File: src/ext_ctrl_pkg.sv
// Constants, field layouts and types shared by the external control port
package ext_ctrl_pkg;
  // ==========================================================
  // Clock and timing
  localparam int CLK_FREQ_HZ = 100_000_000;
  localparam int CLK_PERIOD_NS = 10;
  localparam int MS_PER_S = 1000;
  localparam int MS_CYCLES_DEF = CLK_FREQ_HZ / MS_PER_S;
  localparam int LOAD_SETTLE_MS = 70;
  localparam int CAL_TIME_MS = 55;
  localparam int MEASURE_TRIGGER_IN_MIN_US = 500;
  localparam int FILTER_NS = 80;
  localparam int FILTER_CYCLES = (FILTER_NS + CLK_PERIOD_NS - 1) / CLK_PERIOD_NS;
  localparam logic [3:0] FILTER_LAST = 4'(FILTER_CYCLES - 1);
  localparam logic [6:0] LOAD_TICKS = 7'(LOAD_SETTLE_MS + 1);
  localparam logic [6:0] CAL_TICKS = 7'(CAL_TIME_MS + 1);
  localparam logic [15:0] EOC_HOLD_FASTEST = 16'h0001;
  localparam logic [15:0] EOC_HOLD_FAST = 16'h0005;
  localparam logic [15:0] EOC_HOLD_MIDDLE = 16'h0014;
  localparam logic [15:0] EOC_HOLD_SLOWEST = 16'h0032;
  // ==========================================================
  // Pins
  localparam int NUM_PINS = 12;
  localparam int IDX_MEASURE_TRIGGER_IN = 7;
  localparam int IDX_CAL = 8;
  localparam int IDX_ZERO = 9;
  localparam int IDX_PRINT = 10;
  localparam int IDX_MANUAL_JUDGE_ENABLE_IN = 11;
  localparam logic [6:0] CODE_ONES = 7'h7F;
  localparam logic [6:0] CODE_ZEROS = 7'h00;
  // ==========================================================
  // Register map
  localparam logic [7:0] OFS_CONFIG = 8'h00;
  localparam logic [7:0] OFS_EOC_WIDTH = 8'h04;
  localparam logic [7:0] OFS_GEN_OUT = 8'h08;
  localparam logic [7:0] OFS_GEN_IN = 8'h0C;
  localparam logic [7:0] OFS_EVENTS = 8'h10;
  localparam logic [7:0] OFS_PANEL = 8'h14;
  localparam int CFG_EXT_MEASURE_TRIGGER_IN = 0;
  localparam int CFG_MANUAL_CAL = 1;
  localparam int CFG_RATE_LSB = 2;
  localparam int CFG_FAULT_LIVE = 4;
  localparam int CFG_EOC_PULSE = 5;
  localparam int CFG_CMP_MANUAL = 6;
  localparam int CFG_REMOTE = 7;
  localparam int CFG_QTY_LSB = 8;
  localparam logic [9:0] CONFIG_RST = 10'h01C;
  localparam logic [15:0] EOC_WIDTH_RST = 16'h0001;
  localparam logic [9:0] GEN_OUT_RST = 10'h000;
  localparam int EVT_LOAD = 0;
  localparam int EVT_MEAS = 1;
  localparam int EVT_CAL = 2;
  localparam int EVT_ZERO = 3;
  localparam int EVT_PRINT = 4;
  localparam int EVT_STATS = 5;
  localparam int NUM_EVT = 6;
  // ==========================================================
  // Types
  typedef enum logic [1:0] {RATE_FASTEST, RATE_FAST, RATE_MIDDLE, RATE_SLOWEST} rate_t;
  typedef enum logic [1:0] {QTY_DUAL, QTY_RES, QTY_VOLT, QTY_RSVD} qty_t;
endpackage : ext_ctrl_pkg

File: src/cond_if.sv
// Raw and conditioned pin levels between the port and its input conditioner
`timescale 1ns/1ps
`default_nettype none
interface cond_if;
  import ext_ctrl_pkg::*;
  logic [NUM_PINS-1:0] rawPins;
  logic [NUM_PINS-1:0] cleanLevel;
  logic [NUM_PINS-1:0] fallPulse;
  modport src (output rawPins, input cleanLevel, input fallPulse);
  modport cond (input rawPins, output cleanLevel, output fallPulse);
endinterface : cond_if
`default_nettype wire

File: src/ext_ctrl_port.sv
// External control handshake port with APB register access
//
// The implementer's own choices: the register offsets and the APB register port.
`timescale 1ns/1ps
`default_nettype none
module ext_ctrl_port
  import ext_ctrl_pkg::*;
#(
  parameter logic [16:0] MS_CYCLES = 17'(MS_CYCLES_DEF)
) (
  // Clock and reset
  input wire logic ref_clk,
  input wire logic rst_b,
  // APB slave
  input wire logic [7:0] paddr,
  input wire logic psel,
  input wire logic penable,
  input wire logic pwrite,
  input wire logic [31:0] pwdata,
  output logic [31:0] prdata,
  output logic pready,
  output logic pslverr,
  // Control pins
  input wire logic [6:0] panelSelectCode,
  input wire logic measureTriggerIn,
  input wire logic selfCalIn,
  input wire logic zeroAdjustIn,
  input wire logic printIn,
  input wire logic manualJudgeEnableIn,
  // Output pins
  output logic eocOut,
  output logic indexOut,
  output logic faultOut,
  output logic resVerdictHigh,
  output logic resVerdictPass,
  output logic resVerdictLow,
  output logic voltVerdictHigh,
  output logic voltVerdictPass,
  output logic voltVerdictLow,
  output logic combinedPass,
  output logic [9:0] generalOutputWord,
  // Measurement engine status
  input wire logic measuring,
  input wire logic measDone,
  input wire logic measFault,
  input wire logic contactFault,
  input wire logic cmpResHigh,
  input wire logic cmpResPass,
  input wire logic cmpResLow,
  input wire logic cmpVoltHigh,
  input wire logic cmpVoltPass,
  input wire logic cmpVoltLow,
  // Measurement engine requests
  output logic measureStart,
  output logic panelLoad,
  output logic [6:0] panelNumber,
  output logic calStart,
  output logic calBusy,
  output logic zeroAdjustStart,
  output logic printStart,
  output logic statsTrigger,
  output logic judgeEnable
);
  typedef enum {CTL_IDLE, CTL_SETTLE} ctl_state_t;

  function automatic logic codeLoadable(input logic [6:0] code);
    codeLoadable = (code != CODE_ONES) && (code != CODE_ZEROS);
  endfunction : codeLoadable

  function automatic logic addrMapped(input logic [7:0] addr);
    addrMapped = (addr == OFS_CONFIG) || (addr == OFS_EOC_WIDTH) || (addr == OFS_GEN_OUT) ||
                 (addr == OFS_GEN_IN) || (addr == OFS_EVENTS) || (addr == OFS_PANEL);
  endfunction : addrMapped

  cond_if pins ();
  ctl_state_t state;
  logic [9:0] cfgWord;
  logic [15:0] eocWidth;
  logic [NUM_EVT-1:0] events;
  logic [NUM_EVT-1:0] evtSet;
  logic [6:0] lastCode;
  logic [16:0] msCount;
  logic msTick;
  logic [6:0] loadCount;
  logic [6:0] calCount;
  logic [15:0] eocTimer;
  logic eocTimed;
  logic busWrite;
  logic extTrig;
  logic remote;
  rate_t rate;
  qty_t qty;
  logic [6:0] code;
  logic trigFall;
  logic loadNeeded;

  // ==========================================================
  // Input conditioning
  // pins to conditioner
  assign pins.rawPins = {manualJudgeEnableIn, printIn, zeroAdjustIn, selfCalIn, measureTriggerIn, panelSelectCode};

  input_conditioner u_cond (
    .ref_clk(ref_clk),
    .rst_b(rst_b),
    .pins(pins)
  );

  assign extTrig = cfgWord[CFG_EXT_MEASURE_TRIGGER_IN];
  assign remote = cfgWord[CFG_REMOTE];
  assign rate = rate_t'(cfgWord[CFG_RATE_LSB +: 2]);
  assign qty = qty_t'(cfgWord[CFG_QTY_LSB +: 2]);
  assign code = pins.cleanLevel[6:0];
  assign trigFall = pins.fallPulse[IDX_MEASURE_TRIGGER_IN];
  // no load on ones or zeros
  assign loadNeeded = codeLoadable(code) && (code != lastCode) && !remote;

  // ==========================================================
  // APB slave: zero wait states, read data latched in setup
  assign pready = 1'b1;
  assign pslverr = psel && penable && !addrMapped(paddr);
  assign busWrite = psel && penable && pwrite && addrMapped(paddr);

  always_ff @(posedge ref_clk or negedge rst_b) begin
    if (!rst_b) begin
      cfgWord <= CONFIG_RST;
      eocWidth <= EOC_WIDTH_RST;
      generalOutputWord <= GEN_OUT_RST;
    end else if (busWrite) begin
      if (paddr == OFS_CONFIG) begin
        cfgWord <= pwdata[9:0];
      end else if (paddr == OFS_EOC_WIDTH) begin
        eocWidth <= pwdata[15:0];
      end else if (paddr == OFS_GEN_OUT) begin
        generalOutputWord <= pwdata[9:0];
      end
    end
  end

  always_ff @(posedge ref_clk or negedge rst_b) begin
    if (!rst_b) begin
      prdata <= 32'h0000_0000;
    end else if (psel && !penable) begin
      if (paddr == OFS_CONFIG) begin
        prdata <= {22'h00_0000, cfgWord};
      end else if (paddr == OFS_EOC_WIDTH) begin
        prdata <= {16'h0000, eocWidth};
      end else if (paddr == OFS_GEN_OUT) begin
        prdata <= {22'h00_0000, generalOutputWord};
      end else if (paddr == OFS_GEN_IN) begin
        prdata <= {27'h000_0000, pins.cleanLevel[IDX_MANUAL_JUDGE_ENABLE_IN:IDX_MEASURE_TRIGGER_IN]};
      end else if (paddr == OFS_EVENTS) begin
        prdata <= {26'h000_0000, events};
      end else if (paddr == OFS_PANEL) begin
        prdata <= {17'h0_0000, ~lastCode, 1'b0, lastCode};
      end else begin
        prdata <= 32'h0000_0000;
      end
    end
  end

  // Sticky event log; a new event wins over a clear in the same cycle
  assign evtSet = {statsTrigger, printStart, zeroAdjustStart, calStart, measureStart, panelLoad};
  always_ff @(posedge ref_clk or negedge rst_b) begin
    if (!rst_b) begin
      events <= '0;
    end else if (busWrite && paddr == OFS_EVENTS) begin
      events <= (events & ~pwdata[NUM_EVT-1:0]) | evtSet;
    end else begin
      events <= events | evtSet;
    end
  end

  // ==========================================================
  // Millisecond tick
  always_ff @(posedge ref_clk or negedge rst_b) begin
    if (!rst_b) begin
      msCount <= 17'h0_0000;
      msTick <= 1'b0;
    end else if (msCount >= MS_CYCLES - 17'h0_0001) begin
      msCount <= 17'h0_0000;
      msTick <= 1'b1;
    end else begin
      msCount <= msCount + 17'h0_0001;
      msTick <= 1'b0;
    end
  end

  // ==========================================================
  // Trigger and panel load sequencer
  // Triggers arriving during a load settle are dropped; the engine is busy anyway
  always_ff @(posedge ref_clk or negedge rst_b) begin
    if (!rst_b) begin
      state <= CTL_IDLE;
      lastCode <= CODE_ONES;
      loadCount <= 7'h00;
      panelLoad <= 1'b0;
      panelNumber <= 7'h00;
      measureStart <= 1'b0;
      statsTrigger <= 1'b0;
    end else begin
      panelLoad <= 1'b0;
      measureStart <= 1'b0;
      statsTrigger <= 1'b0;
      case (state)
        CTL_IDLE: begin
          if (trigFall) begin
            lastCode <= code;
            statsTrigger <= 1'b1;
            if (loadNeeded) begin
              panelNumber <= ~code;
              panelLoad <= 1'b1;
              loadCount <= LOAD_TICKS;
              state <= CTL_SETTLE;
            end else if (extTrig) begin
              measureStart <= 1'b1;
            end
          end
        end
        CTL_SETTLE: begin
          if (msTick) begin
            if (loadCount <= 7'h01) begin
              measureStart <= extTrig;
              state <= CTL_IDLE;
            end else begin
              loadCount <= loadCount - 7'h01;
            end
          end
        end
        default: begin
          state <= CTL_IDLE;
        end
      endcase
    end
  end

  // ==========================================================
  // Self-calibration, zero adjust, print
  always_ff @(posedge ref_clk or negedge rst_b) begin
    if (!rst_b) begin
      calStart <= 1'b0;
      calBusy <= 1'b0;
      calCount <= 7'h00;
    end else begin
      calStart <= 1'b0;
      if (pins.fallPulse[IDX_CAL] && cfgWord[CFG_MANUAL_CAL] && rate != RATE_SLOWEST && !calBusy) begin
        calStart <= 1'b1;
        calBusy <= 1'b1;
        calCount <= CAL_TICKS;
      end else if (calBusy && msTick) begin
        if (calCount <= 7'h01) begin
          calBusy <= 1'b0;
        end else begin
          calCount <= calCount - 7'h01;
        end
      end
    end
  end

  always_ff @(posedge ref_clk or negedge rst_b) begin
    if (!rst_b) begin
      zeroAdjustStart <= 1'b0;
      printStart <= 1'b0;
    end else begin
      zeroAdjustStart <= pins.fallPulse[IDX_ZERO];
      printStart <= pins.fallPulse[IDX_PRINT];
    end
  end

  assign judgeEnable = !cfgWord[CFG_CMP_MANUAL] || !pins.cleanLevel[IDX_MANUAL_JUDGE_ENABLE_IN];

  // ==========================================================
  // End-of-conversion and probe-release indicator
  always_ff @(posedge ref_clk or negedge rst_b) begin
    if (!rst_b) begin
      eocOut <= 1'b1;
      eocTimed <= 1'b0;
      eocTimer <= 16'h0000;
    end else if (measDone) begin
      eocOut <= 1'b1;
      if (cfgWord[CFG_EOC_PULSE]) begin
        eocTimed <= 1'b1;
        eocTimer <= eocWidth;
      end else if (!extTrig) begin
        eocTimed <= 1'b1;
        case (rate)
          RATE_FASTEST: eocTimer <= EOC_HOLD_FASTEST;
          RATE_FAST: eocTimer <= EOC_HOLD_FAST;
          RATE_MIDDLE: eocTimer <= EOC_HOLD_MIDDLE;
          default: eocTimer <= EOC_HOLD_SLOWEST;
        endcase
      end else begin
        eocTimed <= 1'b0;
      end
    end else if (trigFall && extTrig && !cfgWord[CFG_EOC_PULSE]) begin
      eocOut <= 1'b0;
      eocTimed <= 1'b0;
    end else if (eocTimed && msTick) begin
      if (eocTimer <= 16'h0001) begin
        eocOut <= 1'b0;
        eocTimed <= 1'b0;
      end else begin
        eocTimer <= eocTimer - 16'h0001;
      end
    end
  end

  always_ff @(posedge ref_clk or negedge rst_b) begin
    if (!rst_b) begin
      indexOut <= 1'b1;
    end else begin
      indexOut <= !measuring;
    end
  end

  // ==========================================================
  // Verdicts and fault flag
  always_ff @(posedge ref_clk or negedge rst_b) begin
    if (!rst_b) begin
      {resVerdictHigh, resVerdictPass, resVerdictLow} <= 3'h0;
      {voltVerdictHigh, voltVerdictPass, voltVerdictLow} <= 3'h0;
      combinedPass <= 1'b0;
    end else if (measDone) begin
      {resVerdictHigh, resVerdictPass, resVerdictLow} <= {cmpResHigh, cmpResPass, cmpResLow};
      {voltVerdictHigh, voltVerdictPass, voltVerdictLow} <= {cmpVoltHigh, cmpVoltPass, cmpVoltLow};
      case (qty)
        QTY_RES: combinedPass <= cmpResPass;
        QTY_VOLT: combinedPass <= cmpVoltPass;
        default: combinedPass <= cmpResPass && cmpVoltPass;
      endcase
    end
  end

  always_ff @(posedge ref_clk or negedge rst_b) begin
    if (!rst_b) begin
      faultOut <= 1'b0;
    end else if (cfgWord[CFG_FAULT_LIVE]) begin
      faultOut <= contactFault;
    end else if (measDone) begin
      faultOut <= measFault;
    end
  end

  // ==========================================================
  // Checks
  AST_NO_LOAD_BAD_CODE: assert property (@(posedge ref_clk) disable iff (!rst_b)
    state == CTL_IDLE && trigFall && !codeLoadable(code) |=> !panelLoad)
    else $error("panel load on all-ones or all-zeros code");
  AST_SAME_CODE_MEASURES: assert property (@(posedge ref_clk) disable iff (!rst_b)
    state == CTL_IDLE && trigFall && code == lastCode && extTrig |=> !panelLoad && measureStart)
    else $error("repeated code did not give a plain measurement");
  AST_SETTLE_MIN: assert property (@(posedge ref_clk) disable iff (!rst_b)
    panelLoad |-> state == CTL_SETTLE && loadCount == LOAD_TICKS)
    else $error("panel load did not arm the settle timer");
  AST_REMOTE_NO_LOAD: assert property (@(posedge ref_clk) disable iff (!rst_b)
    trigFall && remote |=> !panelLoad)
    else $error("panel load while remote");
  AST_INT_MEASURE_TRIGGER_IN_NO_START: assert property (@(posedge ref_clk) disable iff (!rst_b)
    trigFall && !extTrig && state == CTL_IDLE |=> statsTrigger && !measureStart)
    else $error("internal mode trigger misrouted");
  AST_CAL_SLOW_IGNORED: assert property (@(posedge ref_clk) disable iff (!rst_b)
    pins.fallPulse[IDX_CAL] && rate == RATE_SLOWEST |=> !calStart)
    else $error("calibration started at slowest rate");
  AST_ZERO_ONCE: assert property (@(posedge ref_clk) disable iff (!rst_b)
    pins.fallPulse[IDX_ZERO] |=> zeroAdjustStart ##1 !zeroAdjustStart)
    else $error("zero adjust not exactly one pulse");
  AST_GEN_OUT_HOLD: assert property (@(posedge ref_clk) disable iff (!rst_b)
    !(busWrite && paddr == OFS_GEN_OUT) |=> $stable(generalOutputWord))
    else $error("general outputs changed without a write");
  AST_INDEX_MEASURING: assert property (@(posedge ref_clk) disable iff (!rst_b)
    measuring [*2] |-> !indexOut)
    else $error("indicator on while measuring");
  AST_SYNC_FAULT: assert property (@(posedge ref_clk) disable iff (!rst_b)
    !cfgWord[CFG_FAULT_LIVE] && measDone |=> faultOut == $past(measFault))
    else $error("synchronous fault not taken at completion");
  AST_COMBINED_DUAL: assert property (@(posedge ref_clk) disable iff (!rst_b)
    measDone && qty == QTY_DUAL |=> combinedPass == (resVerdictPass && voltVerdictPass))
    else $error("combined pass wrong in dual mode");
endmodule : ext_ctrl_port
`default_nettype wire

File: src/input_conditioner.sv
// Synchroniser, glitch filter and falling-edge detector for the control pins
`timescale 1ns/1ps
`default_nettype none
module input_conditioner
  import ext_ctrl_pkg::*;
(
  // Clock and reset
  input wire logic ref_clk,
  input wire logic rst_b,
  // Pins
  cond_if.cond pins
);
  logic [NUM_PINS-1:0] syncA;
  logic [NUM_PINS-1:0] syncB;
  logic [NUM_PINS-1:0] stable;
  logic [NUM_PINS-1:0] prevStable;
  logic [3:0] cnt [NUM_PINS];

  // ==========================================================
  // Synchroniser
  // sync first and second stage
  always_ff @(posedge ref_clk or negedge rst_b) begin
    if (!rst_b) begin
      syncA <= '1;
      syncB <= '1;
    end else begin
      syncA <= pins.rawPins;
      syncB <= syncA;
    end
  end

  // ==========================================================
  // Filter: a level must persist before it is believed
  // stable level filter
  always_ff @(posedge ref_clk or negedge rst_b) begin
    if (!rst_b) begin
      stable <= '1;
      prevStable <= '1;
      for (int i = 0; i < NUM_PINS; i++) begin
        cnt[i] <= 4'h0;
      end
    end else begin
      prevStable <= stable;
      for (int i = 0; i < NUM_PINS; i++) begin
        if (syncB[i] == stable[i]) begin
          cnt[i] <= 4'h0;
        end else if (cnt[i] == FILTER_LAST) begin
          stable[i] <= syncB[i];
          cnt[i] <= 4'h0;
        end else begin
          cnt[i] <= cnt[i] + 4'h1;
        end
      end
    end
  end

  assign pins.cleanLevel = stable;
  assign pins.fallPulse = prevStable & ~stable;

  AST_ONE_PULSE_PER_EDGE: assert property (@(posedge ref_clk) disable iff (!rst_b)
    pins.fallPulse[IDX_MEASURE_TRIGGER_IN] |=> !pins.fallPulse[IDX_MEASURE_TRIGGER_IN])
    else $error("trigger edge pulse longer than one cycle");
endmodule : input_conditioner
`default_nettype wire

File: config.mk
export PLATFORM = sky130hd
export DESIGN_NAME = ext_ctrl_port
export DESIGN_NICKNAME = d
export VERILOG_FILES = /design/src/ext_ctrl_pkg.sv /design/src/cond_if.sv /design/src/ext_ctrl_port.sv /design/src/input_conditioner.sv
export SDC_FILE = /design/constraint.sdc
export NUM_CORES = 1
export LEC_CHECK = 0
export BUFFER_PORTS_ARGS = -buffer_cell sky130_fd_sc_hd__buf_2
export CAP_MARGIN = 20
export CORE_MARGIN = 4
export CORE_UTILIZATION = 60
export CTS_BUF_LIST = sky130_fd_sc_hd__clkbuf_8
export DETAILED_ROUTE_END_ITERATION = 6
export PLACE_DENSITY = 0.86
export SLEW_MARGIN = 40
export SYNTH_ARGS = -nofsm -noshare
export SYNTH_HDL_FRONTEND = slang
export SYNTH_SLANG_ARGS = --single-unit
File: constraint.sdc
create_clock -name ref_clk -period 2.7 [get_ports ref_clk]
set_input_delay 0.405 -clock ref_clk [delete_from_list [all_inputs] [get_ports ref_clk]]
set_output_delay 0.405 -clock ref_clk [all_outputs]
set_load 0.02 [all_outputs]
==> results.md, run 1 <==
* Flop2flop setup slack at 0.33 ns
* Number of core rows at 47
* Total internal power at 6510 µW
* Drt drc at 0
* Req. time, crit path at 3.10 ns
* Area leader, netlist: dfrtp_1
* Routed length per placed instance at 18.0 µm
* Drt pass-1 iters at 7
* GP Congestion at 0.914
* Ys async rst share at 1.00
* Clk slew on worst S/H paths at 0.07 ns
* Met2 WL at 11600 µm
* Nets at 1180
* Overall routing resource usage at 0.248
* Pwr dens at 763 mW/mm²
* Post-layout minimum cycle time at 2.37 ns
* Starting density of the core at 0.619
* Syn_area_per_cell at 11.0 µm²
* Crit path top cell by count: or4_1
* CP endpoint kind: flop
* DR top layer: met4
* Gate power share at 0.174
* Die width at 140 µm
* Total grt overflow at 0
* Post-CTS setup buffer count at 0
* Layout fillers at 1167
* CP cell instances: or4_1 > nor4_2 > a211o_1 > buf_4 > or4_1 > o211ai_1
* Vias per cell at 5.83
* Place WS at 0.252 ns
* R2r endpoint: eocTimer[15]
* #FFs+latches synth at 227
* Max-slew violations at 0
* CTS tree: built
* Max_slew headroom at 0.593
* Ratio of cells with drive above 1 in the final layout at 0.286
* Total number of vias at 7819
* Initial antenna violation count at 2
* Port Buffers at 102
* Sw Pwr at 2770 µW
* Largest stage delay, worst path at 0.55 ns
* Largest net degree at the start of global routing at 77
* Hold Vio Cnt, Final at 0
* HPWL Detailed at 16400 µm
* CTS Root Cell: clkbuf_8
* R2R depth at 6
* Die height at 140 µm
* Sequential cell area fraction in the yosys report at 0.552
* Clk_skew at 0.0251 ns
* Fin area at 0.0122 mm²
* First-pass GRT wire length at 39800 µm
* WS Path Type: flop to flop
* Vias in the first global route at 7962
* Type of origin of the critical path: flop
* Sequential share of power at 0.486
* Post-route setup slack at 0.334 ns
* Ys flop type: dfrtp_1
* Metal-1 WL at 9890 µm
* Leakage at 0.00581 µW
* RSZ-0062 raised after global routing: false
* Hold_sp: contactFault
* Maximum vdd drop at 0.541 mV
* RR Startpoint: eocTimer[4]
* Cts hold-fix bufs at 14
* Post-place instance area at 0.0112 mm²
* Met3 WL at 1870 µm
* Crit path max fanout at 10
* CTS Buf Count at 39
* WP data arrival at 2.76 ns
* Synth area leaders: dfrtp_1, dfstp_2, mux2_2, nor2_1, ha_1
* Outcome: complete, no violations
* Max H-tree Level at 2
* Min-Delay Endpoint: faultOut
* Worst Tran Pin Value at 0.611 ns
* DRT iter0 DRCs at 698
* Mapped Cells at 943
* Bufs on Longest Clock Path at 3
* Tcrit/Tclk final at 0.876
* Area grow syn2layout at 16.8%
* Core area at 0.0168 mm²
* Post-synth top area share at 0.418
* Mapped Area at 0.0104 mm²
* Library cells used by synthesis at 68
* Post-synth EDFFs at 0
* WL final at 24200 µm
* Total of max-cap violations at 0
* Clk_lat worst skew at 0.54 ns
* Worst path slowest cell: or4_1
* Number of cells upsized or downsized after cts at 0
* Setup violators final at 0
* Worst Hold Class: primary input to flop
* Clock share of power at 0.340
* Sw Share at 0.298
* Hold path depth at 3
* Die area at 0.0195 mm²
* Fmax at 423 MHz
* Detail Route Antenna Nets at 0
* Total of warnings raised by yosys at 0
* I/O pin total at 136
* TNS Setup at 0 ns
* Clock sink count at 227
## power groups by stage
stage | logic (µW) | registers, µW | clock network (µW)
final | 1610 | 4510 | 3150
after CTS | 1630 | 4500 | 3220
after global routing | 1800 | 4580 | 3390
after global placement | 1520 | 4520 | 0
after detailed placement | 1580 | 4550 | 0
after floorplan | 1150 | 4430 | 0
## how the worst max path moves through the flow
stage                      from  slack, ns           end  cells past startpoint
floorplan              paddr[1]       0.46  eocWidth[10]                      7
global placement       paddr[1]       0.29  eocWidth[13]                      6
detailed placement     paddr[1]       0.25  eocWidth[13]                      6
CTS                 eocTimer[4]       0.36  eocTimer[15]                      6
global route        eocTimer[4]       0.20  eocTimer[15]                      6
finish              eocTimer[4]       0.33  eocTimer[15]                      6
## synth_stat cells (all sizes together), types with 22 or more instances
cell type / count
a21oi: 47
buf: 27
clkbuf: 22
dfrtp: 174
dfstp: 53
ha: 25
inv: 30
mux2: 70
nand2: 68
nand3: 28
nor2: 97
nor3: 43
o21ai: 24
xnor2: 31
## registers in the layout (all words and copies together), names as in the netlist, 4 cells and up
signal                  count
calCount                    7
cfgWord                    10
eocTimer                   16
eocWidth                   16
events                      6
generalOutputWord          10
lastCode                    7
loadCount                   7
msCount                    17
panelNumber                 7
prdata                     16
u_cond.cnt                 48
u_cond.pins.cleanLevel     12
u_cond.prevStable           4
u_cond.syncA               12
u_cond.syncB               12
## worst max-delay path: cells and delay by family (launching register included)
family	cells	cell delay, ns
buffers and inverters	1	0.21
flip-flops	1	0.45
AND/OR/NAND/NOR	3	1.08
AO/OA/AOI/OAI	2	0.50
## area by class of cell
type / instances / area, µm² / share of cell area
Tap cell: 220 / 275 / 0.0226
Inverter: 31 / 116 / 0.00957
Sequential cell: 227 / 5750 / 0.473
Clock buffer: 49 / 674 / 0.0555
Antenna cell: 2 / 5.00 / 0.000412
Clock inverter: 23 / 141 / 0.0116
Timing Repair Buffer: 138 / 851 / 0.0700
Multi-Input combinational cell: 651 / 4340 / 0.357
## logic make-up (layout without fill, tap and decap cells)
| logic type | after synthesis | in the layout | synth area share |
|---|---|---|---|
| other cells | 2 | 19 | 0.000721 |
| xor+xnor | 52 | 52 | 0.0438 |
| fa+ha+maj | 25 | 25 | 0.0300 |
| mux | 80 | 80 | 0.0889 |
| compound gates | 149 | 149 | 0.0915 |
| simple gates | 328 | 328 | 0.156 |
| flops | 227 | 227 | 0.552 |
| buf+inv | 80 | 241 | 0.0368 |
## placed cells by master (no fill, tap or decap), types with 20 or more instances in the layout
cell type / instances
ha_1: 25
buf_2: 101
dfstp_2: 53
nor4_1: 20
inv_1: 42
nor3_1: 42
nor2_1: 95
xor2_1: 21
dfrtp_1: 174
nand3_1: 28
clkbuf_8: 49
xnor2_1: 31
a21oi_1: 47
buf_4: 20
o21ai_0: 24
nor2b_1: 21
nand2_1: 65
mux2_2: 60
## through the flow
step           instances  utilization  hold WS [ns]  power, µW
2_1_floorplan        958            -         0.109       5580
6_report            1341        0.723        0.0845       9270
3_5_place_dp        1253        0.666         0.348       6130
3_3_place_gp        1253        0.665         0.345       6040
4_1_cts             1339        0.722        0.0672       9350
5_1_grt             1341        0.723        0.0876       9770
## metal layers
metal  GRT usage  up-vias
li1            -     3605
met1       0.332     3806
met2       0.398      337
met3      0.0511       71
met4       0.100        0
met5           0        -
Note: power is estimated with default switching activity, not from simulation.
==> run 2, diff against run 1 <==
--- a/config.mk
+++ b/config.mk
@@ -8,10 +8,10 @@
 export BUFFER_PORTS_ARGS = -buffer_cell sky130_fd_sc_hd__buf_2
 export CAP_MARGIN = 20
 export CORE_MARGIN = 4
-export CORE_UTILIZATION = 60
+export CORE_UTILIZATION = 35
 export CTS_BUF_LIST = sky130_fd_sc_hd__clkbuf_8
 export DETAILED_ROUTE_END_ITERATION = 6
-export PLACE_DENSITY = 0.86
+export PLACE_DENSITY = 0.57
 export SLEW_MARGIN = 40
 export SYNTH_ARGS = -nofsm -noshare
 export SYNTH_HDL_FRONTEND = slang
==> run 2 against run 1 <==
Sequential share of layout area fell by 0.83 points. Worst hold slack got worse by 0.0060 ns. Final cell count increased by 13%. Critical path type unchanged. Highest routed layer unchanged.
==> results.md, run 2 (synthesized netlist as in run 1, its figures left out) <==
* Outcome: complete, no violations
* Hold Vio Cnt, Final at 0 (unchanged)
* Worst path slowest cell: or4_1
* Final hold slack at 0.0785 ns (-0.00601 ns)
* Die width at 180 µm (+29%)
* Clk_lat worst skew at 0.54 ns (about the same)
* Clock sink count at 227 (unchanged)
* I/O pin total at 136 (unchanged)
* TNS Setup at 0 ns (unchanged)
* Hold path depth at 3 (unchanged)
* Clock share of power at 0.336 (-0.004)
* Type of origin of the critical path: flop
* Drt drc at 0 (unchanged)
* Max_slew headroom at 0.548 (-0.0450)
* Number of cells upsized or downsized after cts at 0 (unchanged)
* Maximum vdd drop at 0.338 mV (-37%)
* Max-slew violations at 0 (unchanged)
* Most frequent cells in the layout: dfrtp_1, buf_2, nor2_1
* Total of max-cap violations at 0 (unchanged)
* Setup violators final at 0 (unchanged)
* CTS Buf Count at 41 (+5.1%)
* Crit path max-delay family: simple AND/OR/NAND/NOR gates
* RSZ-0062 raised after global routing: false
* CP endpoint kind: flop
* Number of core rows at 62 (+32%)
* Total number of vias at 7566 (-3.2%)
* Port Buffers at 102 (unchanged)
* CTS tree: built
* Commonest non-fill, non-tap cell in the layout: dfrtp_1
* DR top layer: met4
* Ratio of cells with drive above 1 in the final layout at 0.283 (-0.00342)
* Overall routing resource usage at 0.153 (-0.0943)
* Routed length per placed instance at 16.8 µm (-6.8%)
* Crit path depth at 6 (unchanged)
* Crit path buf inv count at 1 (unchanged)
* Total grt overflow at 0 (unchanged)
* Post-CTS setup buffer count at 0 (unchanged)
* Largest net degree at the start of global routing at 84 (+9.1%)
* Nets at 1188 (+0.68%)
* Metal-1 WL at 11300 µm (+14%)
* Die area at 0.0326 mm² (+67%)
* Cts hold-fix bufs at 14 (unchanged)
* DRT iter0 DRCs at 434 (-38%)
* Sequential share of power at 0.489 (+0.003)
* CP cell instances: or4_1 > nor4_2 > a211o_1 > buf_4 > nor4_1 > o211ai_1
* Largest registers: u_cond.cnt (48), msCount (17)
* Vias per cell at 5.00 (-14%)
* HPWL Detailed at 17900 µm (+9.0%)
* Gate power share at 0.175 (about the same)
* DP Cell Count at 1423 (+14%)
* Met2 WL at 11700 µm (+0.71%)
* Core area at 0.0290 mm² (+73%)
* WS Path Type: flop to flop
* R2R depth at 6 (unchanged)
* Starting density of the core at 0.359 (-0.260)
* Worst Tran Pin Value at 0.677 ns (+0.0670 ns)
* Worst Hold Class: primary input to flop
* Leakage at 0.00586 µW (+1.0%)
* Bufs on Longest Clock Path at 3 (unchanged)
* WL final at 25400 µm (+5.1%)
* N_diodes at 0 (-2)
* Pwr dens at 744 mW/mm² (-2.4%)
* Drt pass-1 iters at 5 (-2)
* Sw Share at 0.301 (+0.00256)
* Met3 WL at 1810 µm (-3.2%)
* Crit path max fanout at 11 (+1)
* Initial antenna violation count at 0 (-2)
* Clk_skew at 0.0259 ns (+0.000852 ns)
* Vias in the first global route at 7539 (-5.3%)
* Max H-tree Level at 2 (unchanged)
* Die height at 180 µm (+29%)
* Max FFs per register at 48 (unchanged)
* Tcrit/Tclk final at 0.899 (+0.0226)
* Total internal power at 6440 µW (-1.1%)
* Clk slew on worst S/H paths at 0.06 ns (about the same)
* Largest stage delay, worst path at 0.55 ns (about the same)
* Fmax at 412 MHz (-2.5%)
* CTS Root Cell: clkbuf_8
* GP Congestion at 0.893 (-2.3%)
* Final std cells w/o fill at 1513 (+13%)
* Req. time, crit path at 3.13 ns (+0.03 ns)
* WP data arrival at 2.86 ns (+0.10 ns)
* First-pass GRT wire length at 41100 µm (+3.2%)
* Top reg by flops: u_cond.cnt
* Detail Route Antenna Nets at 0 (unchanged)
* Post-layout minimum cycle time at 2.43 ns (+0.0611 ns)
* Area grow syn2layout at 18.8%
* Sw Pwr at 2770 µW (+0.16%)
run 2: changes by cell type in the layout (fill, tap and decap cells not counted), moves of 2 or more:
cell / delta
buf_4: +7
clkinv_2: -4
clkinvlp_4: -2
diode_2: -2
inv_1: +11
run 2: per-layer routing:
| metal | vias to the layer above | global-route usage |
|---|---|---|
| met5 | - | 0 |
| met4 | 0 | 0.0451 |
| met3 | 42 | 0.0369 |
| met2 | 219 | 0.244 |
| met1 | 3681 | 0.209 |
| li1 | 3624 | - |
run 2: worst min-delay path, stage by stage:
cell,delay [ns]
buf_2,0.07
nand2_1,0.04
o21ai_0,0.06
run 2: worst paths after layout:
kind,slack [ns],to,from
max,0.27,eocTimer[15],eocTimer[4]
min,0.08,faultOut,contactFault
max reg2reg,0.27,eocTimer[15],eocTimer[4]
min reg2reg,0.35,u_cond.syncB[0],u_cond.syncA[0]
max in group asynchronous,1.38,u_cond.syncB[2],rst_b
min in group asynchronous,0.47,u_cond.cnt[18],rst_b
run 2: power groups by stage:
stage	clock network (µW)	logic, µW	registers (µW)
2_1_floorplan	0	1150	4430
3_3_place_gp	0	1590	4550
3_5_place_dp	0	1610	4560
4_1_cts	3220	1640	4510
5_1_grt	3380	1830	4590
6_report	3090	1620	4500
run 2: through the flow:
stage / total power, µW / instance area [µm²] / utilization / setup slack [ns]
detailed placement: 6170 / 11400 / 0.394 / 0.200
floorplan: 5580 / 10500 / - / 0.462
global route: 9800 / 12400 / 0.426 / 0.181
CTS: 9380 / 12400 / 0.426 / 0.313
finish: 9210 / 12400 / 0.426 / 0.273
global placement: 6140 / 11400 / 0.394 / 0.226
run 2: final cells by class:
type,count,area (µm²)
Fill cell,2797,16600
Sequential cell,227,5750
Multi-Input combinational cell,651,4340
Timing Repair Buffer,144,883
Clock buffer,50,688
Tap cell,384,480
Inverter,31,116
Clock inverter,26,111
==> run 3, diff against run 2 <==
--- a/config.mk
+++ b/config.mk
@@ -5,6 +5,7 @@
 export SDC_FILE = /design/constraint.sdc
 export NUM_CORES = 1
 export LEC_CHECK = 0
+export ABC_AREA = 1
 export BUFFER_PORTS_ARGS = -buffer_cell sky130_fd_sc_hd__buf_2
 export CAP_MARGIN = 20
 export CORE_MARGIN = 4
==> run 3 against run 2 <==
Die area is 5.9% higher. Clock-buffer cell count grew 4. Via count grew 15%. Sequential power about the same. Non-clock buffer count fell by 15. Core utilization decreased by 0.74 points. Sequential cell count unchanged. Critical path type unchanged.
==> results.md, run 3 <==
* Outcome: complete, no violations
* Sequential cell area fraction in the yosys report at 0.520 (-0.0322)
* Mapped Cells at 1268 (+34%)
* Ys flop type: dfrtp_1
* Overall routing resource usage at 0.156 (+0.00221)
* Area leader, netlist: dfrtp_1
* Die width at 186 µm (+2.9%)
* Crit path top cell by count: nand2_2
* Hold Vio Cnt, Final at 0 (unchanged)
* Number of core rows at 64 (+3.2%)
* Post-route setup slack at 0.562 ns (+0.289 ns)
* Starting density of the core at 0.358 (-0.00113)
* DP Cell Count at 1744 (+23%)
* Place WS at 0.567 ns (+0.366 ns)
* Post-synth EDFFs at 0 (unchanged)
* WS Path Type: flop to flop
* Area grow syn2layout at 17.1%
* Most frequent cells in the layout: nand2_1, dfrtp_1, nor2_1
* Bufs on Longest Clock Path at 3 (unchanged)
* Core area at 0.0309 mm² (+6.5%)
* Clk slew on worst S/H paths at 0.06 ns (about the same)
* GP Congestion at 0.868 (-2.8%)
* First-pass GRT wire length at 43500 µm (+5.8%)
* Ys async rst share at 1.00 (unchanged)
* Fmax at 468 MHz (+13%)
* Crit path depth at 11 (+5)
* Clk_lat worst skew at 0.57 ns (+0.03 ns)
* Total number of vias at 8666 (+15%)
* Detail Route Antenna Nets at 0 (unchanged)
* Ratio of cells with drive above 1 in the final layout at 0.204 (-0.0785)
* Number of cells upsized or downsized after cts at 0 (unchanged)
* Max_slew headroom at 0.615 (+0.0670)
* Nets at 1499 (+26%)
* RR Startpoint: eocTimer[0]
* Routed length per placed instance at 14.6 µm (-13%)
* CP endpoint kind: flop
* Total of warnings raised by yosys at 0 (unchanged)
* HPWL Detailed at 19500 µm (+9.2%)
* Drt drc at 0 (unchanged)
* Final std cells w/o fill at 1838 (+21%)
* Leakage at 0.00642 µW (+9.6%)
* Top-count cell post-synth: nand2_1
* Flop2flop setup slack at 0.56 ns (+0.29 ns)
* Commonest non-fill, non-tap cell in the layout: nand2_1
* Setup violators final at 0 (unchanged)
* Layout fillers at 3126 (+12%)
* R2R depth at 11 (+5)
* Library cells used by synthesis at 47 (-31%)
* Vias in the first global route at 8524 (+13%)
* Initial antenna violation count at 1 (+1)
* Max FFs per register at 48 (unchanged)
* R2r endpoint: eocTimer[0]
* Syn_area_per_cell at 8.72 µm² (-21%)
* Crit path buf inv count at 2 (+1)
* CTS Buf Count at 43 (+4.9%)
* Total grt overflow at 0 (unchanged)
* Die area at 0.0345 mm² (+5.9%)
* Critical path endpoint: eocTimer[0]
* Tcrit/Tclk final at 0.792 (-0.107)
* WP data arrival at 2.56 ns (-0.30 ns)
* Worst path slowest cell: dfrtp_1
* Largest net degree at the start of global routing at 69 (-18%)
* Drt pass-1 iters at 5 (unchanged)
* Synth area leaders: dfrtp_1, dfstp_2, nand2_1, nor2_1, inv_1
* Vias per cell at 4.71 (-5.7%)
* CTS tree: built
* WL final at 26800 µm (+5.5%)
* Port Buffers at 102 (unchanged)
* Crit path max-delay family: simple AND/OR/NAND/NOR gates
* Total of max-cap violations at 0 (unchanged)
* Largest stage delay, worst path at 0.42 ns (-0.13 ns)
* Req. time, crit path at 3.12 ns (about the same)
* Mapped Area at 0.0111 mm² (+6.2%)
* Die height at 186 µm (+2.9%)
* Crit path launch: eocTimer[0]
* I/O pin total at 136 (unchanged)
* Max H-tree Level at 2 (unchanged)
* #FFs+latches synth at 227 (unchanged)
* Top reg by flops: u_cond.cnt
* Clock sink count at 227 (unchanged)
* CP cell instances: inv_1 > ha_1 > inv_1 > nor2_4 > nand2_2 > nand2_2 > nand2_1 > nand2_2 > nand2_2 > nand2_1 > o21ai_2
* Maximum vdd drop at 0.372 mV (+9.8%)
* Commonest cells in the netlist: nand2_1, dfrtp_1, nor2_1
* Largest registers: u_cond.cnt (48), msCount (17)
* RSZ-0062 raised after global routing: false
* Max-slew violations at 0 (unchanged)
* Post-synth top area share at 0.394 (-0.0244)
* DRT iter0 DRCs at 487 (+12%)
* Clk_skew at 0.0207 ns (-0.00524 ns)
* TNS Setup at 0 ns (unchanged)
* CTS Root Cell: clkbuf_8
* Worst Tran Pin Value at 0.577 ns (-0.101 ns)
* Pwr dens at 771 mW/mm² (+3.6%)
* Type of origin of the critical path: flop
* Worst Hold Class: primary input to flop
* Crit path max fanout at 22 (+11)
* Post-layout minimum cycle time at 2.14 ns (-0.289 ns)
-- run 3: changes by cell type after synthesis, sizes merged, moves of 22 or more --
cell | before | now
nor2 | 97 | 162
inv | 30 | 115
nor3 | 43 | 13
a21oi | 47 | 25
mux2 | 70 | 5
nand2 | 68 | 352
nand3 | 28 | 61
o21ai | 24 | 77
nand4 | 9 | 46
-- run 3: how the worst min path moves through the flow --
stage	start	endpoint	slack (ns)	cells after the start
2_1_floorplan	rst_b	calBusy	0.11	0
3_3_place_gp	u_cond.syncA[11]	u_cond.syncB[11]	0.35	0
3_5_place_dp	u_cond.syncA[2]	u_cond.syncB[2]	0.35	0
4_1_cts	contactFault	faultOut	0.02	3
5_1_grt	cmpResLow	resVerdictLow	0.02	3
6_report	contactFault	faultOut	0.05	3
-- run 3: stage by stage --
stage	hold slack [ns]	power (µW)	instance area [µm²]	utilization
after floorplan	0.109	6070	11100	-
after global placement	0.346	6670	11900	0.386
after detailed placement	0.347	6720	11900	0.386
after CTS	0.0172	10200	12900	0.419
after global routing	0.0247	10700	13000	0.419
final	0.0498	9990	13000	0.419
-- run 3: metal layers --
| metal | GRT usage | part of all wire | vias to the layer above |
|---|---|---|---|
| li1 | - | - | 4332 |
| met1 | 0.206 | 0.45 | 4080 |
| met2 | 0.254 | 0.47 | 202 |
| met3 | 0.0336 | 0.054 | 52 |
| met4 | 0.0522 | 0.027 | 0 |
| met5 | 0 | 0 | - |
-- run 3: where the power goes --
| group | switching, µW | total (µW) | internal (µW) |
|---|---|---|---|
| combinational | 1310 | 2130 | 826 |
| clock | 1500 | 3330 | 1830 |
| sequential | 511 | 4530 | 4010 |
-- run 3: worst min-delay path, cell delays in order --
cell     delay, ns
buf_2         0.07
nand2_1       0.04
o31ai_1       0.05
-- run 3: cell type report --
| cell class | count | area (µm²) | area share |
|---|---|---|---|
| sequential | 227 | 5750 | 0.444 |
| multi-input combinational | 889 | 4590 | 0.354 |
| timing repair buffer | 129 | 796 | 0.0614 |
| clock buffer | 54 | 743 | 0.0574 |
| tap | 396 | 495 | 0.0383 |
| inverter | 117 | 439 | 0.0339 |
| clock inverter | 25 | 139 | 0.0107 |
| antenna | 1 | 2.50 | 0.000193 |
-- run 3: kinds of logic (layout without fill, tap and decap cells) --
| family | count (synthesis) | in the layout | share of synthesized area |
|---|---|---|---|
| adder cells (fa/ha/maj) | 25 | 25 | 0.0283 |
| flip-flops | 227 | 227 | 0.520 |
| other | 2 | 18 | 0.000679 |
| AND/OR/NAND/NOR | 663 | 663 | 0.264 |
| XOR/XNOR | 58 | 58 | 0.0459 |
| buffers and inverters | 167 | 325 | 0.0702 |
| multiplexers | 5 | 5 | 0.00509 |
| AO/OA/AOI/OAI | 121 | 121 | 0.0661 |
-- run 3: what timing repair did --
action | in CTS | in global routing
endpoints found under the hold margin | 69 | 0
setup buffers | 0 | 0
hold buffers | 14 | 0
